### src/rtl/synth_cfg_pkg.sv
// Constants, field layouts and types shared by the synthesizer config logic.
package synth_cfg_pkg;

  // Clock rate and serial word size.
  localparam int MCLK_MHZ = 40;
  localparam int WORD_W = 32;

  // Register select codes carried in the low three bits of each word.
  localparam logic [2:0] SEL_INT_FRAC = 3'h0;
  localparam logic [2:0] SEL_PHASE_DENOM = 3'h1;
  localparam logic [2:0] SEL_CONTROL = 3'h2;
  localparam logic [2:0] SEL_BOOST_CLKDIV = 3'h3;
  localparam logic [2:0] SEL_OUT_STAGE = 3'h4;

  // Noise mode encodings; only low spur turns dither on.
  localparam logic [1:0] NOISE_LOW_NOISE = 2'h0;
  localparam logic [1:0] NOISE_LOW_SPUR = 2'h3;

  // Clock divider mode encodings.
  localparam logic [1:0] CLKDIV_OFF = 2'h0;
  localparam logic [1:0] CLKDIV_RESYNC = 2'h2;

  // Internal signals that the multiplexer can place on its pin.
  localparam logic [2:0] MUX_LOW = 3'h0;
  localparam logic [2:0] MUX_HIGH = 3'h1;
  localparam logic [2:0] MUX_REF_DIV = 3'h3;
  localparam logic [2:0] MUX_FEEDBACK = 3'h4;
  localparam logic [2:0] MUX_LOCK = 3'h6;

  // Lock detector cycle counts and comparison windows.
  localparam int LOCK_COUNT_LONG = 40;
  localparam int LOCK_COUNT_SHORT = 5;
  localparam int WIN_LONG_NS = 10;
  localparam int WIN_SHORT_NS = 6;
  localparam int WIN_LONG_RAW = (WIN_LONG_NS * MCLK_MHZ) / 1000;
  localparam int WIN_SHORT_RAW = (WIN_SHORT_NS * MCLK_MHZ) / 1000;
  localparam int WIN_LONG_CYC = (WIN_LONG_RAW < 1) ? 1 : WIN_LONG_RAW;
  localparam int WIN_SHORT_CYC = (WIN_SHORT_RAW < 1) ? 1 : WIN_SHORT_RAW;

  // Reset value of every stored word.
  localparam logic [WORD_W-1:0] WORD_RESET = 32'h0000_0000;

  // Phase and denominator word.
  typedef struct packed {
    logic [4:0] rsvd;
    logic [11:0] phase_word;
    logic [11:0] fractional_denominator;
    logic [2:0] register_select_code;
  } phase_word_t;

  // Control word.
  typedef struct packed {
    logic rsvd_hi;
    logic [1:0] noise_mode;
    logic [2:0] internal_signal_select;
    logic ref_doubler;
    logic reference_halver;
    logic [9:0] ref_ratio;
    logic double_buffer;
    logic rsvd_mid;
    logic [2:0] cp_current;
    logic lock_cycle_count_select;
    logic lock_window_select;
    logic rsvd_lo;
    logic software_sleep;
    logic cp_three_state;
    logic counter_reset;
    logic [2:0] register_select_code;
  } control_word_t;

  // Boost and clock divider word.
  typedef struct packed {
    logic [12:0] rsvd_hi;
    logic boost_enable;
    logic rsvd_mid;
    logic [1:0] clkdiv_mode;
    logic [11:0] clkdiv_value;
    logic [2:0] register_select_code;
  } boost_word_t;

  // Output stage word, of which only the divider select is kept.
  typedef struct packed {
    logic [8:0] rsvd_hi;
    logic [2:0] out_div_select;
    logic [16:0] rsvd_lo;
    logic [2:0] register_select_code;
  } out_stage_word_t;

endpackage

### src/rtl/ref_path.sv
// Reference edge selection, reference divider counter and halver.
`timescale 1ns/1ps
`default_nettype none
module ref_path #(
  parameter int RATIO_W = 10
) (
  input wire logic clk_i,
  input wire logic arst_n_i,
  input wire logic ref_i,
  input wire logic doubler_i,
  input wire logic halver_i,
  input wire logic hold_i,
  input wire logic [RATIO_W-1:0] ratio_i,
  output logic pfd_ref_o
);
  logic ref_q;
  logic [RATIO_W-1:0] cnt_q;
  logic tog_q;
  logic fall;
  logic active;
  logic wrap;
  logic [RATIO_W-1:0] last;

  // Falling edge only, or both edges when the doubler is on.
  assign fall = ref_q & ~ref_i;
  assign active = doubler_i ? (ref_q ^ ref_i) : fall;
  assign last = (ratio_i == '0) ? '0 : ratio_i - 1'b1;
  assign wrap = active && (cnt_q == last);

  // Previous reference level for edge detection.
  always_ff @(posedge clk_i or negedge arst_n_i) begin
    if (!arst_n_i) begin
      ref_q <= 1'b0;
    end else begin
      ref_q <= ref_i;
    end
  end

  // Divider counter and halver toggle, both held in their load state.
  always_ff @(posedge clk_i or negedge arst_n_i) begin
    if (!arst_n_i) begin
      cnt_q <= '0;
      tog_q <= 1'b0;
      pfd_ref_o <= 1'b0;
    end else if (hold_i) begin
      cnt_q <= '0;
      tog_q <= 1'b0;
      pfd_ref_o <= 1'b0;
    end else begin
      if (active) begin
        cnt_q <= wrap ? '0 : cnt_q + 1'b1;
      end
      if (wrap) begin
        tog_q <= ~tog_q;
      end
      pfd_ref_o <= wrap && (!halver_i || !tog_q);
    end
  end
endmodule
`default_nettype wire

### src/rtl/lock_detect.sv
// Digital lock detector counting consecutive in-window comparisons.
`timescale 1ns/1ps
`default_nettype none
module lock_detect #(
  parameter int AGE_W = 8,
  parameter int CNT_W = 6
) (
  input wire logic clk_i,
  input wire logic arst_n_i,
  input wire logic clear_i,
  input wire logic ref_evt_i,
  input wire logic fb_evt_i,
  input wire logic [AGE_W-1:0] win_i,
  input wire logic [CNT_W-1:0] need_i,
  output logic lock_o
);
  logic [AGE_W-1:0] ref_age_q;
  logic [AGE_W-1:0] fb_age_q;
  logic paired_q;
  logic [CNT_W-1:0] good_q;
  logic pair;
  logic miss;

  // A pair is a feedback edge within the window of a reference edge.
  assign pair = (ref_evt_i && (fb_evt_i || fb_age_q < win_i)) ||
                (fb_evt_i && !paired_q && ref_age_q < win_i);
  assign miss = !paired_q && !pair && (ref_age_q == win_i);

  // Ages since the last edge of each input, saturating.
  always_ff @(posedge clk_i or negedge arst_n_i) begin
    if (!arst_n_i) begin
      ref_age_q <= '1;
      fb_age_q <= '1;
      paired_q <= 1'b1;
    end else if (clear_i) begin
      ref_age_q <= '1;
      fb_age_q <= '1;
      paired_q <= 1'b1;
    end else begin
      ref_age_q <= ref_evt_i ? '0 :
                   (ref_age_q == '1) ? ref_age_q : ref_age_q + 1'b1;
      fb_age_q <= fb_evt_i ? '0 :
                  (fb_age_q == '1) ? fb_age_q : fb_age_q + 1'b1;
      paired_q <= pair ? 1'b1 : (ref_evt_i ? 1'b0 : paired_q);
    end
  end

  // Consecutive good comparisons; lock only after the chosen count.
  always_ff @(posedge clk_i or negedge arst_n_i) begin
    if (!arst_n_i) begin
      good_q <= '0;
      lock_o <= 1'b0;
    end else if (clear_i || miss) begin
      good_q <= '0;
      lock_o <= 1'b0;
    end else if (pair) begin
      good_q <= (good_q == need_i) ? good_q : good_q + 1'b1;
      lock_o <= (good_q + 1'b1 >= need_i);
    end
  end
endmodule
`default_nettype wire

### src/rtl/synth_config_registers.sv
// Serial-loaded configuration registers with reference and lock logic.
//
// How it works
// - Select code 010 loads control, 011 boost/divider, 100 output stage.
// - Denominator comes from bits 14..3 of the phase/denominator word.
// - Noise mode bits 30..29: low spur dithers, low noise does not.
// - Bits 28..26 choose the internal signal driven onto the mux pin.
// - Bit 25 doubles the reference ahead of the reference divider.
// - Doubler off: falling edge only; on: both edges are active.
// - Bit 24 adds a divide-by-two toggle after the reference divider.
// - Reference divider ratio from bits 23..14; host uses 1 to 1023.
// - Bit 13 enables double buffering of output divider select.
// - Bits 11..9 set charge pump current, matching the loop filter.
// - Lock detector counts 40 cycles with bit 8 clear, 5 when set.
// - Window 10 ns or 6 ns by bit 7, both one MCLK cycle at 40 MHz; lock after consecutive hits.
// - Bit 5 sleeps the synthesizer; stored words are kept throughout.
// - Sleep loads counters, tristates pump, clears lock, disables outputs.
// - Bit 4 forces the charge pump output to high impedance.
// - Bit 3 holds feedback and reference counters in reset.
// - Bit 18 boost: extra pump cell runs until near lock.
// - Divider mode 10 enables phase resync, 00 turns divider off.
// - Bits 14..3 of boost word give the resync timeout count.
// - Select code 000 is integer/fraction, 001 phase/denominator.
// - Buffered divider select takes effect on next integer/fraction write.
`timescale 1ns/1ps
`default_nettype none
module synth_config_registers #(
  parameter int WORD_W = synth_cfg_pkg::WORD_W,
  parameter int AGE_W = 8,
  parameter int CNT_W = 6
) (
  input wire logic MCLK_I,
  input wire logic ARST_N_I,
  input wire logic SER_CLK_I,
  input wire logic SER_DATA_I,
  input wire logic SER_LE_I,
  input wire logic REF_CLK_I,
  input wire logic FB_PULSE_I,
  output logic PFD_REF_O,
  output logic LOCK_DETECT_O,
  output logic MUX_OUT_O,
  output logic DITHER_EN_O,
  output logic [2:0] CP_CURRENT_O,
  output logic CP_TRISTATE_O,
  output logic BOOST_CELL_O,
  output logic SLEEP_O,
  output logic OUT_BUF_EN_O,
  output logic COUNTER_HOLD_O,
  output logic [11:0] FRAC_DENOM_O,
  output logic [11:0] PHASE_WORD_O,
  output logic [2:0] OUT_DIV_SEL_O,
  output logic RESYNC_EN_O,
  output logic RESYNC_FIRE_O
);

  // Serial capture state.
  logic sclk_q;
  logic le_q;
  logic [WORD_W-1:0] shift_q;
  logic sclk_rise;
  logic le_rise;
  logic [2:0] sel;

  // Stored configuration words.
  synth_cfg_pkg::phase_word_t phase_q;
  synth_cfg_pkg::control_word_t ctrl_q;
  synth_cfg_pkg::boost_word_t boost_q;
  logic [2:0] div_pending_q;
  synth_cfg_pkg::out_stage_word_t out_word;

  // Derived write strobes.
  logic wr_int_frac;
  logic wr_phase;
  logic wr_ctrl;
  logic wr_boost;
  logic wr_out;

  // Internal datapath signals.
  logic hold;
  logic pfd_ref;
  logic lock;
  logic fb_q;
  logic fb_evt;
  logic [AGE_W-1:0] win;
  logic [CNT_W-1:0] need;
  logic [11:0] resync_cnt_q;
  logic resync_armed_q;
  logic mux_d;

  // Edges of the serial clock and load strobe; pins are synchronous.
  assign sclk_rise = SER_CLK_I & ~sclk_q;
  assign le_rise = SER_LE_I & ~le_q;
  assign sel = shift_q[2:0];

  // The shifted word seen through the output stage layout.
  assign out_word = shift_q;

  // Address decode of a completed word.
  assign wr_int_frac = le_rise && sel == synth_cfg_pkg::SEL_INT_FRAC;
  assign wr_phase = le_rise && sel == synth_cfg_pkg::SEL_PHASE_DENOM;
  assign wr_ctrl = le_rise && sel == synth_cfg_pkg::SEL_CONTROL;
  assign wr_boost = le_rise && sel == synth_cfg_pkg::SEL_BOOST_CLKDIV;
  assign wr_out = le_rise && sel == synth_cfg_pkg::SEL_OUT_STAGE;

  // Sleep and counter reset both keep the counters in their load state.
  assign hold = ctrl_q.software_sleep | ctrl_q.counter_reset;

  // Lock window and required count follow the control bits.
  assign win = ctrl_q.lock_window_select ?
               AGE_W'(synth_cfg_pkg::WIN_SHORT_CYC) :
               AGE_W'(synth_cfg_pkg::WIN_LONG_CYC);
  assign need = ctrl_q.lock_cycle_count_select ?
                CNT_W'(synth_cfg_pkg::LOCK_COUNT_SHORT) :
                CNT_W'(synth_cfg_pkg::LOCK_COUNT_LONG);

  // Feedback pulse edge.
  assign fb_evt = FB_PULSE_I & ~fb_q;

  // Previous levels of the serial pins; they rest low between frames.
  always_ff @(posedge MCLK_I or negedge ARST_N_I) begin
    if (!ARST_N_I) begin
      sclk_q <= 1'b0;
      le_q <= 1'b0;
    end else begin
      sclk_q <= SER_CLK_I;
      le_q <= SER_LE_I;
    end
  end

  // Previous level of the feedback pulse, reset to its idle level.
  always_ff @(posedge MCLK_I or negedge ARST_N_I) begin
    if (!ARST_N_I) begin
      fb_q <= 1'b0;
    end else begin
      fb_q <= FB_PULSE_I;
    end
  end

  // Shift register takes data most significant bit first.
  always_ff @(posedge MCLK_I or negedge ARST_N_I) begin
    if (!ARST_N_I) begin
      shift_q <= synth_cfg_pkg::WORD_RESET;
    end else if (sclk_rise) begin
      shift_q <= {shift_q[WORD_W-2:0], SER_DATA_I};
    end
  end

  // Phase word and denominator; writes are accepted even in sleep.
  always_ff @(posedge MCLK_I or negedge ARST_N_I) begin
    if (!ARST_N_I) begin
      phase_q <= synth_cfg_pkg::WORD_RESET;
    end else if (wr_phase) begin
      phase_q <= shift_q;
    end
  end

  // Control word.
  always_ff @(posedge MCLK_I or negedge ARST_N_I) begin
    if (!ARST_N_I) begin
      ctrl_q <= synth_cfg_pkg::WORD_RESET;
    end else if (wr_ctrl) begin
      ctrl_q <= shift_q;
    end
  end

  // Boost and clock divider word.
  always_ff @(posedge MCLK_I or negedge ARST_N_I) begin
    if (!ARST_N_I) begin
      boost_q <= synth_cfg_pkg::WORD_RESET;
    end else if (wr_boost) begin
      boost_q <= shift_q;
    end
  end

  // Pending divider select, taken from every output stage write.
  always_ff @(posedge MCLK_I or negedge ARST_N_I) begin
    if (!ARST_N_I) begin
      div_pending_q <= 3'h0;
    end else if (wr_out) begin
      div_pending_q <= out_word.out_div_select;
    end
  end

  // Active divider select: direct, or copied at the integer/fraction write.
  always_ff @(posedge MCLK_I or negedge ARST_N_I) begin
    if (!ARST_N_I) begin
      OUT_DIV_SEL_O <= 3'h0;
    end else if (wr_out && !ctrl_q.double_buffer) begin
      OUT_DIV_SEL_O <= out_word.out_div_select;
    end else if (wr_int_frac && ctrl_q.double_buffer) begin
      OUT_DIV_SEL_O <= div_pending_q;
    end
  end

  // Reference edge selection, divider counter and halver.
  ref_path #(
    .RATIO_W(10)
  ) u_ref_path (
    .clk_i(MCLK_I),
    .arst_n_i(ARST_N_I),
    .ref_i(REF_CLK_I),
    .doubler_i(ctrl_q.ref_doubler),
    .halver_i(ctrl_q.reference_halver),
    .hold_i(hold),
    .ratio_i(ctrl_q.ref_ratio),
    .pfd_ref_o(pfd_ref)
  );

  // Lock detector, cleared while asleep.
  lock_detect #(
    .AGE_W(AGE_W),
    .CNT_W(CNT_W)
  ) u_lock_detect (
    .clk_i(MCLK_I),
    .arst_n_i(ARST_N_I),
    .clear_i(ctrl_q.software_sleep),
    .ref_evt_i(pfd_ref),
    .fb_evt_i(fb_evt),
    .win_i(win),
    .need_i(need),
    .lock_o(lock)
  );

  // Resync timeout counts comparison cycles after a frequency write.
  always_ff @(posedge MCLK_I or negedge ARST_N_I) begin
    if (!ARST_N_I) begin
      resync_cnt_q <= 12'h000;
      resync_armed_q <= 1'b0;
      RESYNC_FIRE_O <= 1'b0;
    end else begin
      RESYNC_FIRE_O <= 1'b0;
      if (boost_q.clkdiv_mode != synth_cfg_pkg::CLKDIV_RESYNC || hold) begin
        resync_armed_q <= 1'b0;
      end else if (wr_int_frac) begin
        resync_cnt_q <= boost_q.clkdiv_value;
        resync_armed_q <= 1'b1;
      end else if (resync_armed_q && pfd_ref) begin
        if (resync_cnt_q == 12'h000) begin
          resync_armed_q <= 1'b0;
          RESYNC_FIRE_O <= 1'b1;
        end else begin
          resync_cnt_q <= resync_cnt_q - 12'h001;
        end
      end
    end
  end

  // Multiplexer source selection.
  always_comb begin
    case (ctrl_q.internal_signal_select)
      synth_cfg_pkg::MUX_LOW: mux_d = 1'b0;
      synth_cfg_pkg::MUX_HIGH: mux_d = 1'b1;
      synth_cfg_pkg::MUX_REF_DIV: mux_d = pfd_ref;
      synth_cfg_pkg::MUX_FEEDBACK: mux_d = fb_evt;
      synth_cfg_pkg::MUX_LOCK: mux_d = lock;
      default: mux_d = 1'b0;
    endcase
  end

  // Reference event pulse toward the phase detector pin.
  always_ff @(posedge MCLK_I or negedge ARST_N_I) begin
    if (!ARST_N_I) begin
      PFD_REF_O <= 1'b0;
    end else begin
      PFD_REF_O <= pfd_ref;
    end
  end

  // Digital lock detect pin.
  always_ff @(posedge MCLK_I or negedge ARST_N_I) begin
    if (!ARST_N_I) begin
      LOCK_DETECT_O <= 1'b0;
    end else begin
      LOCK_DETECT_O <= lock;
    end
  end

  // Multiplexer pin, one cycle behind the selected signal.
  always_ff @(posedge MCLK_I or negedge ARST_N_I) begin
    if (!ARST_N_I) begin
      MUX_OUT_O <= 1'b0;
    end else begin
      MUX_OUT_O <= mux_d;
    end
  end

  // Modulator dither is on only in low spur mode.
  always_ff @(posedge MCLK_I or negedge ARST_N_I) begin
    if (!ARST_N_I) begin
      DITHER_EN_O <= 1'b0;
    end else begin
      DITHER_EN_O <= ctrl_q.noise_mode ==
                     synth_cfg_pkg::NOISE_LOW_SPUR;
    end
  end

  // Charge pump current, three-state and boost cell.
  always_ff @(posedge MCLK_I or negedge ARST_N_I) begin
    if (!ARST_N_I) begin
      CP_CURRENT_O <= 3'h0;
      CP_TRISTATE_O <= 1'b0;
      BOOST_CELL_O <= 1'b0;
    end else begin
      CP_CURRENT_O <= ctrl_q.cp_current;
      CP_TRISTATE_O <= ctrl_q.cp_three_state |
                       ctrl_q.software_sleep;
      BOOST_CELL_O <= boost_q.boost_enable && !lock &&
                      !ctrl_q.software_sleep &&
                      !ctrl_q.cp_three_state;
    end
  end

  // Sleep state, output buffers and counter hold.
  always_ff @(posedge MCLK_I or negedge ARST_N_I) begin
    if (!ARST_N_I) begin
      SLEEP_O <= 1'b0;
      OUT_BUF_EN_O <= 1'b0;
      COUNTER_HOLD_O <= 1'b0;
    end else begin
      SLEEP_O <= ctrl_q.software_sleep;
      OUT_BUF_EN_O <= !ctrl_q.software_sleep;
      COUNTER_HOLD_O <= hold;
    end
  end

  // Phase word and denominator as last written.
  always_ff @(posedge MCLK_I or negedge ARST_N_I) begin
    if (!ARST_N_I) begin
      FRAC_DENOM_O <= 12'h000;
      PHASE_WORD_O <= 12'h000;
    end else begin
      FRAC_DENOM_O <= phase_q.fractional_denominator;
      PHASE_WORD_O <= phase_q.phase_word;
    end
  end

  // Resync enable follows the clock divider mode.
  always_ff @(posedge MCLK_I or negedge ARST_N_I) begin
    if (!ARST_N_I) begin
      RESYNC_EN_O <= 1'b0;
    end else begin
      RESYNC_EN_O <= boost_q.clkdiv_mode ==
                     synth_cfg_pkg::CLKDIV_RESYNC;
    end
  end

endmodule
`default_nettype wire

### config.mk
export PLATFORM = sky130hd
export DESIGN_NAME = synth_config_registers
export DESIGN_NICKNAME = d
export VERILOG_FILES = /design/src/rtl/synth_cfg_pkg.sv /design/src/rtl/ref_path.sv /design/src/rtl/lock_detect.sv /design/src/rtl/synth_config_registers.sv
export SDC_FILE = /design/constraint.sdc
export NUM_CORES = 1
export LEC_CHECK = 0
export ABC_AREA = 1
export ABC_CLOCK_PERIOD_IN_PS = 2650
export BUFFER_PORTS_ARGS = -buffer_cell sky130_fd_sc_hd__buf_2
export CORE_MARGIN = 2
export CORE_UTILIZATION = 30
export DETAILED_ROUTE_END_ITERATION = 7
export HOLD_SLACK_MARGIN = 0.08
export MAX_ROUTING_LAYER = met4
export SYNTH_ARGS = -nofsm -noshare
export SYNTH_HDL_FRONTEND = slang
export SYNTH_SLANG_ARGS = --single-unit
### constraint.sdc
create_clock -name MCLK_I -period 2.65 [get_ports MCLK_I]
set_input_delay 0.265 -clock MCLK_I [delete_from_list [all_inputs] [get_ports MCLK_I]]
set_output_delay 0.265 -clock MCLK_I [all_outputs]
set_load 0.01 [all_outputs]
# Word level (Yosys, flattened, before mapping)
# Index checks and enable logic that the tools add are counted.
# word_totals
reg_bits	192
in_bits	7
wordCells	171
out_inout_bits	41
memories	0
latch_bits	0
ramBits	0
romBits	0
# classes
order_cmp	3
n_bitwise	13
n_eq_ne	20
n_addsub	6
n_div	0
multipliers	0
reduce_logical	45
n_shift	0
mux	37
# ops
op	count
two-way mux 8 bit	6
two-way mux 10 bit	4
two-way mux 12 bit	3
two-way mux 6 bit	4
logical AND 1 bit	18
two-way mux 1 bit	17
adder 8 x 1 -> 8 bit (second input constant)	2
equality test 8 bit (second input constant)	2
< comparator 8 x 1 -> 1 bit (second input constant)	2
zero test 12 bit	1
subtractor 12 x 1 -> 12 bit (second input constant)	1
adder 10 x 1 -> 10 bit (second input constant)	1
equality test 10 bit	1
zero test 10 bit	1
nonzero test 2 bit	5
subtractor 10 x 1 -> 10 bit (second input constant)	1
equality test 3 x 2 -> 1 bit (second input constant)	3
equality test 3 bit (second input constant)	3
nonzero test 3 bit	3
equality test 8 x 1 -> 1 bit (second input constant)	1
zero test 1 bit	8
adder 6 x 1 -> 6 bit (second input constant)	1
equality test 3 x 1 -> 1 bit (second input constant)	2
equality test 6 bit	1
16 further kinds	33

# Depth between registers and ports, before layout
# depth
word_depth	11
depth_mapped	16
ltp_nobuf	16

# Cells and area by module
# Synthesis repeated with hierarchy kept, for this count alone.
# hier_totals
cells_unflattened	1033
area_unflattened_um2	9053.7
# modules_own_cells
module	cells_per_inst	n_inst	area_each_um2	seq_area_each_um2
synth_config_registers	591	1	5849.4	3878.7
lock_detect	242	1	1925.6	621.8
ref_path	200	1	1278.7	325.3

# Worst setup path before layout
# No wires, ideal clock.
# synth_path
path_type	reg2reg
startpoint	register ctrl_q[14] (netlist name)
endpoint	register u_ref_path.cnt_q[3]
path_slack_ns	0.707
path_buffers	2
stages_incl_launch_ff	16
synth_period_minus_slack_ns	1.943
arrival_ns	1.825
cell_sequence	dfrtp_1 -> inv_1 -> ha_1 -> nand2_2 -> nor2_4 -> nand3_2 -> buf_6 -> nand3_1 -> nand2_1 -> nor2_1 -> nand2_1 -> nor2_2 -> nand3_2 -> buf_6 -> nand3b_1 -> nand2_1
# synth_between
elab_chain_cells	7
elab_cells_between_ends	8
cone_classes	add/sub (1); eq/ne (1); mux (4); reduce/logical (2)
# synth_rtl
element	line_no	rtl
start, declared	synth_config_registers.sv:66	synth_cfg_pkg::control_word_t ctrl_q;
start signal, assigned	synth_config_registers.sv:160	ctrl_q <= synth_cfg_pkg::WORD_RESET;
start signal, assigned	synth_config_registers.sv:162	ctrl_q <= shift_q;
subtractor 10 x 1 -> 10 bit / zero test 10 bit (equally long branches)	ref_path.sv:27	assign last = (ratio_i == '0) ? '0 : ratio_i - 1'b1;
two-way mux 10 bit (*)	ref_path.sv:27	
equality test 10 bit (*)	ref_path.sv:28	assign wrap = active && (cnt_q == last);
logical AND 1 bit (*)	ref_path.sv:28	
two-way mux 10 bit (*)	ref_path.sv:51	cnt_q <= wrap ? '0 : cnt_q + 1'b1;
two-way mux 10 bit (*)	ref_path.sv:50	if (active) begin
two-way mux 10 bit (*)	ref_path.sv:45	end else if (hold_i) begin
end signal, assigned	ref_path.sv:51	
end, declared	ref_path.sv:17	logic [RATIO_W-1:0] cnt_q;
# Every way passes the cells marked *; elsewhere a longest branch is shown, timed or not. The select of a mux whose other input is x is not followed.
# A chain may end at the register's enable or synchronous reset.

# Worst setup path in the final report
# layout_path
startpoint	register ctrl_q[14] (netlist name)
endpoint	register u_ref_path.cnt_q[7]
# Same word-level chain as after synthesis.

==> reports/qor.json <==
{
  "run_status": "complete, no violations",
  "postLayoutSetupSlackWorst_ns": 0.311,
  "critical_path.startpoint_type": "flip-flop",
  "worstHoldPathType": "reg2reg",
  "die_span_in_y_um": 171,
  "arrival_ns": 2.67,
  "timing_worst_slew_pin_value_ns": 0.734,
  "area_fraction_in_and_or_nand_and_nor_cells_after_synthesis_pct": 20.9,
  "preCtsSetupSlack_ns": 0.174,
  "synth_xor_xnor_area_share_pct": 1.79,
  "synth.lib_cells_used.distinct": 38,
  "tritoncts": "built",
  "drt_iter0_drc": 495,
  "detail_route.first_pass.iterations": 5,
  "worst_ep_required_time_ns": 2.98,
  "crit_fanout": 20,
  "port-buffer-count": 47,
  "globalRouteTotalUtil_pct": 13.3,
  "finalSetupTns_ns": 0,
  "period_minus_slack_ns": 2.34,
  "htree_levels": 4,
  "power.ir.vdd_worst_mv": 0.350,
  "synth_seq_area_share_pct": 58.0,
  "synthMuxAreaShare_pct": 0.255,
  "synth_compound_area_share_pct": 10.4,
  "clkSinkCount": 192,
  "asyncSetResetFlopFracSynth_pct": 100,
  "clock_buffers_created_by_tritoncts": 17,
  "core_region_area_um2": 27100,
  "setup_viol": 0,
  "root_buffer": "sky130_fd_sc_hd__clkbuf_16",
  "remaining_drc_errors": 0,
  "gpl.final_weighted_congestion": 0.857,
  "timing.final.crit_share_pct": 88.3,
  "routed_via_density": 4.48,
  "synth_enable_flop_cells": 0,
  "seqCellArea_um2": 4830,
  "synth.area.top_cells": "sky130_fd_sc_hd__dfrtp_1, sky130_fd_sc_hd__nand2_1, sky130_fd_sc_hd__o21ai_0",
  "cp-end-kind": "flip-flop",
  "critPathKind": "reg2reg",
  "grt_antenna_before_repair": 0,
  "wire_per_inst_um": 12.6,
  "nets": 1012,
  "finalNonFillerCells": 1376,
  "r2r_end": "u_ref_path.cnt_q[7]",
  "synth_top_cell_by_area": "sky130_fd_sc_hd__dfrtp_1",
  "worst-r2r-cell-count": 13,
  "final-hold-violation-count": 0,
  "endpoint": "u_ref_path.cnt_q[7]",
  "number_of_nets_produced_by_synthesis": 954,
  "synth_top_family_by_area": "simple AND/OR/NAND/NOR gates",
  "rsz0062_at_grt": "no",
  "critical_path.reg2reg.startpoint": "ctrl_q[14]",
  "grt_first_pass_wirelength_mm": 30.1,
  "syn-cell-area_um2": 8330,
  "clk_latency_ns": 0.44,
  "drv_cap": 0,
  "ant_cells": 0,
  "cts_post_setup_buffers_inserted": 0,
  "synthDominantCellAreaShare_pct": 52.6,
  "maxClockFrequency_mhz": 428,
  "synth_warnings": 0,
  "start_util_pct": 30.7,
  "area_growth_syn_to_layout_pct": 16.8,
  "total_leakage_power_nw": 4.73,
  "wl_mm": 17.3,
  "synth_fa_ha_area_share_pct": 2.10,
  "grt_start_max_net_pins": 87,
  "gate_count_after_technology_mapping": 933,
  "vias_in_the_first_global_route": 5953,
  "dieWidth_um": 171,
  "final_util_pct": 35.9,
  "clk_pin_slew_worst_paths_ns": 0.08,
  "power_per_cell_area_nw_per_um2": 850,
  "ff2ff_setup_slack_ns": 0.31,
  "design_power_total_mw": 8.27,
  "final.setup_skew_ns": 0.0111,
  "drive_above_1_share_pct": 13.2,
  "grt_overflow": 0,
  "yosys_register_bits": 192,
  "detailroute.via_count": 6170,
  "rows": 60,
  "fill_cells": 2795,
  "multi_input_area_um2": 2970,
  "max-slew-margin-rel_pct": 51.1,
  "synth_top_flop_cell": "sky130_fd_sc_hd__dfrtp_1",
  "place.detailed.hpwl_mm": 11.9,
  "top_level_ports": 48,
  "floorplan.die_area_um2": 29100,
  "critical_path.startpoint": "ctrl_q[14]",
  "drtAntennaViolNets": 0,
  "clock_tree.buffer_depth": 2,
  "avgSynthCellArea_um2": 8.92,
  "maxSlewViolCount": 0,
  "cell_count_after_placement": 1338
}
where the power goes:
part	internal [mW]	leakage (nW)	switching, mW	total, mW
clock	1.28	0.285	1.29	2.57
combinational	0.658	1.92	1.15	1.81
sequential	3.54	2.52	0.353	3.89
total	5.47	4.73	2.79	8.27
state kept, by name, summed over array words and instances (netlist names), 3 cells and up:
name                     flops
out_word                    31
ctrl_q                      25
phase_q                     24
boost_q                     15
FRAC_DENOM_O                12
PHASE_WORD_O                12
resync_cnt_q                12
u_ref_path.cnt_q            10
u_lock_detect.fb_age_q       8
u_lock_detect.ref_age_q      8
u_lock_detect.good_q         6
CP_CURRENT_O                 3
OUT_DIV_SEL_O                3
div_pending_q                3
critical path, stage by stage (launching register included):
cell and delay, ns:
sky130_fd_sc_hd__dfrtp_1 0.38, sky130_fd_sc_hd__inv_1 0.14, sky130_fd_sc_hd__ha_1 0.26, sky130_fd_sc_hd__nand2_2 0.09
sky130_fd_sc_hd__nor2_4 0.14, sky130_fd_sc_hd__nand3_4 0.22, sky130_fd_sc_hd__nand3_1 0.17, sky130_fd_sc_hd__nand2_1 0.07
sky130_fd_sc_hd__nor2_1 0.10, sky130_fd_sc_hd__nand2_1 0.07, sky130_fd_sc_hd__nor2_2 0.12, sky130_fd_sc_hd__nand3_2 0.23
sky130_fd_sc_hd__nand3b_1 0.17, sky130_fd_sc_hd__nand2_1 0.06
cell families (layout without fill, tap and decap cells):
group | Yosys count | in the layout
fa+ha+maj | 14 | 14
simple gates | 406 | 406
xor+xnor | 17 | 17
buf+inv | 140 | 211
flops | 192 | 192
mux | 2 | 2
compound gates | 162 | 162
cell usage after synthesis (2+ instances only):
| master | instances |
|---|---|
| sky130_fd_sc_hd__nand2_1 | 247 |
| sky130_fd_sc_hd__dfrtp_1 | 175 |
| sky130_fd_sc_hd__o21ai_0 | 119 |
| sky130_fd_sc_hd__inv_1 | 105 |
| sky130_fd_sc_hd__nor2_1 | 54 |
| sky130_fd_sc_hd__nand3_1 | 51 |
| sky130_fd_sc_hd__clkbuf_1 | 21 |
| sky130_fd_sc_hd__dfstp_2 | 17 |
| sky130_fd_sc_hd__xor2_1 | 17 |
| sky130_fd_sc_hd__a21oi_1 | 14 |
| sky130_fd_sc_hd__ha_1 | 14 |
| sky130_fd_sc_hd__nand4_1 | 13 |
| sky130_fd_sc_hd__nor3_1 | 11 |
| sky130_fd_sc_hd__nand3b_1 | 8 |
| sky130_fd_sc_hd__inv_2 | 7 |
| sky130_fd_sc_hd__o211ai_1 | 7 |
| sky130_fd_sc_hd__o21ai_1 | 7 |
| sky130_fd_sc_hd__nor4_1 | 6 |
| sky130_fd_sc_hd__a22oi_1 | 4 |
| sky130_fd_sc_hd__buf_2 | 4 |
| sky130_fd_sc_hd__nor2_2 | 4 |
| sky130_fd_sc_hd__o31ai_1 | 4 |
| sky130_fd_sc_hd__nand3_2 | 3 |
| sky130_fd_sc_hd__o22ai_1 | 3 |
| sky130_fd_sc_hd__or2_2 | 3 |
| sky130_fd_sc_hd__buf_6 | 2 |
| sky130_fd_sc_hd__nand2_2 | 2 |
metrics by stage:
stage	cell area (µm²)	hold WS [ns]
floorplan	8330	-0.0306
global placement	9060	0.362
detailed placement	9060	0.362
CTS	9720	0.378
global route	9730	0.388
finish	9730	0.380
worst min path at each step:
| stage | start | to | depth (start not counted) |
|---|---|---|---|
| floorplan | ARST_N_I | BOOST_CELL_O | 0 |
| global placement | phase_q[24] | PHASE_WORD_O[9] | 0 |
| detailed placement | phase_q[20] | PHASE_WORD_O[5] | 0 |
| CTS | phase_q[3] | FRAC_DENOM_O[0] | 0 |
| global route | phase_q[3] | FRAC_DENOM_O[0] | 0 |
| finish | phase_q[3] | FRAC_DENOM_O[0] | 0 |
layout by cell type (no fill, tap or decap), types with 4 or more instances in the layout:
| cell | count |
|---|---|
| sky130_fd_sc_hd__nand4_1 | 13 |
| sky130_fd_sc_hd__nor2_2 | 4 |
| sky130_fd_sc_hd__a21oi_1 | 14 |
| sky130_fd_sc_hd__o21ai_0 | 119 |
| sky130_fd_sc_hd__inv_2 | 7 |
| sky130_fd_sc_hd__o31ai_1 | 4 |
| sky130_fd_sc_hd__dfrtp_1 | 175 |
| sky130_fd_sc_hd__inv_8 | 4 |
| sky130_fd_sc_hd__nor3_1 | 11 |
| sky130_fd_sc_hd__nand3b_1 | 8 |
| sky130_fd_sc_hd__buf_4 | 10 |
| sky130_fd_sc_hd__a22oi_1 | 4 |
| sky130_fd_sc_hd__nor2_1 | 54 |
| sky130_fd_sc_hd__nor4_1 | 6 |
| sky130_fd_sc_hd__dlygate4sd3_1 | 6 |
| sky130_fd_sc_hd__clkbuf_16 | 17 |
| sky130_fd_sc_hd__inv_1 | 105 |
| sky130_fd_sc_hd__ha_1 | 14 |
| sky130_fd_sc_hd__clkinv_8 | 6 |
| sky130_fd_sc_hd__buf_2 | 46 |
| sky130_fd_sc_hd__dfstp_2 | 17 |
| sky130_fd_sc_hd__nand2_1 | 246 |
| sky130_fd_sc_hd__o21ai_1 | 7 |
| sky130_fd_sc_hd__nand3_1 | 50 |
| sky130_fd_sc_hd__xor2_1 | 17 |
| sky130_fd_sc_hd__o211ai_1 | 7 |
area by class of cell:
cell class                      instances  area share, %
Sequential cell                       192           49.6
Inverter                              113           4.36
Clock inverter                         14           1.80
Clock buffer                           18           4.41
Multi-Input combinational cell        601           30.5
Timing Repair Buffer                   66           4.51
Tap cell                              372           4.78
layer usage:
metal | up-vias | share of wire, % | global-route usage (%) | routed length (µm)
met3 | 12 | 2.9 | 2.31 | 498
li1 | 3126 | - | - | -
met1 | 2944 | 53 | 18.9 | 9130
met2 | 88 | 43 | 19.4 | 7530
met5 | - | 0 | - | 0
met4 | 0 | 1.1 | 3.90 | 188
repair_timing:
item,4_1_cts,5_1_grt
hold buffers,6,0
endpoints found under the hold margin,74,0
setup endpoints to repair,0,11
resized for setup,0,1
No activity file was read; power rests on OpenSTA's default activity.
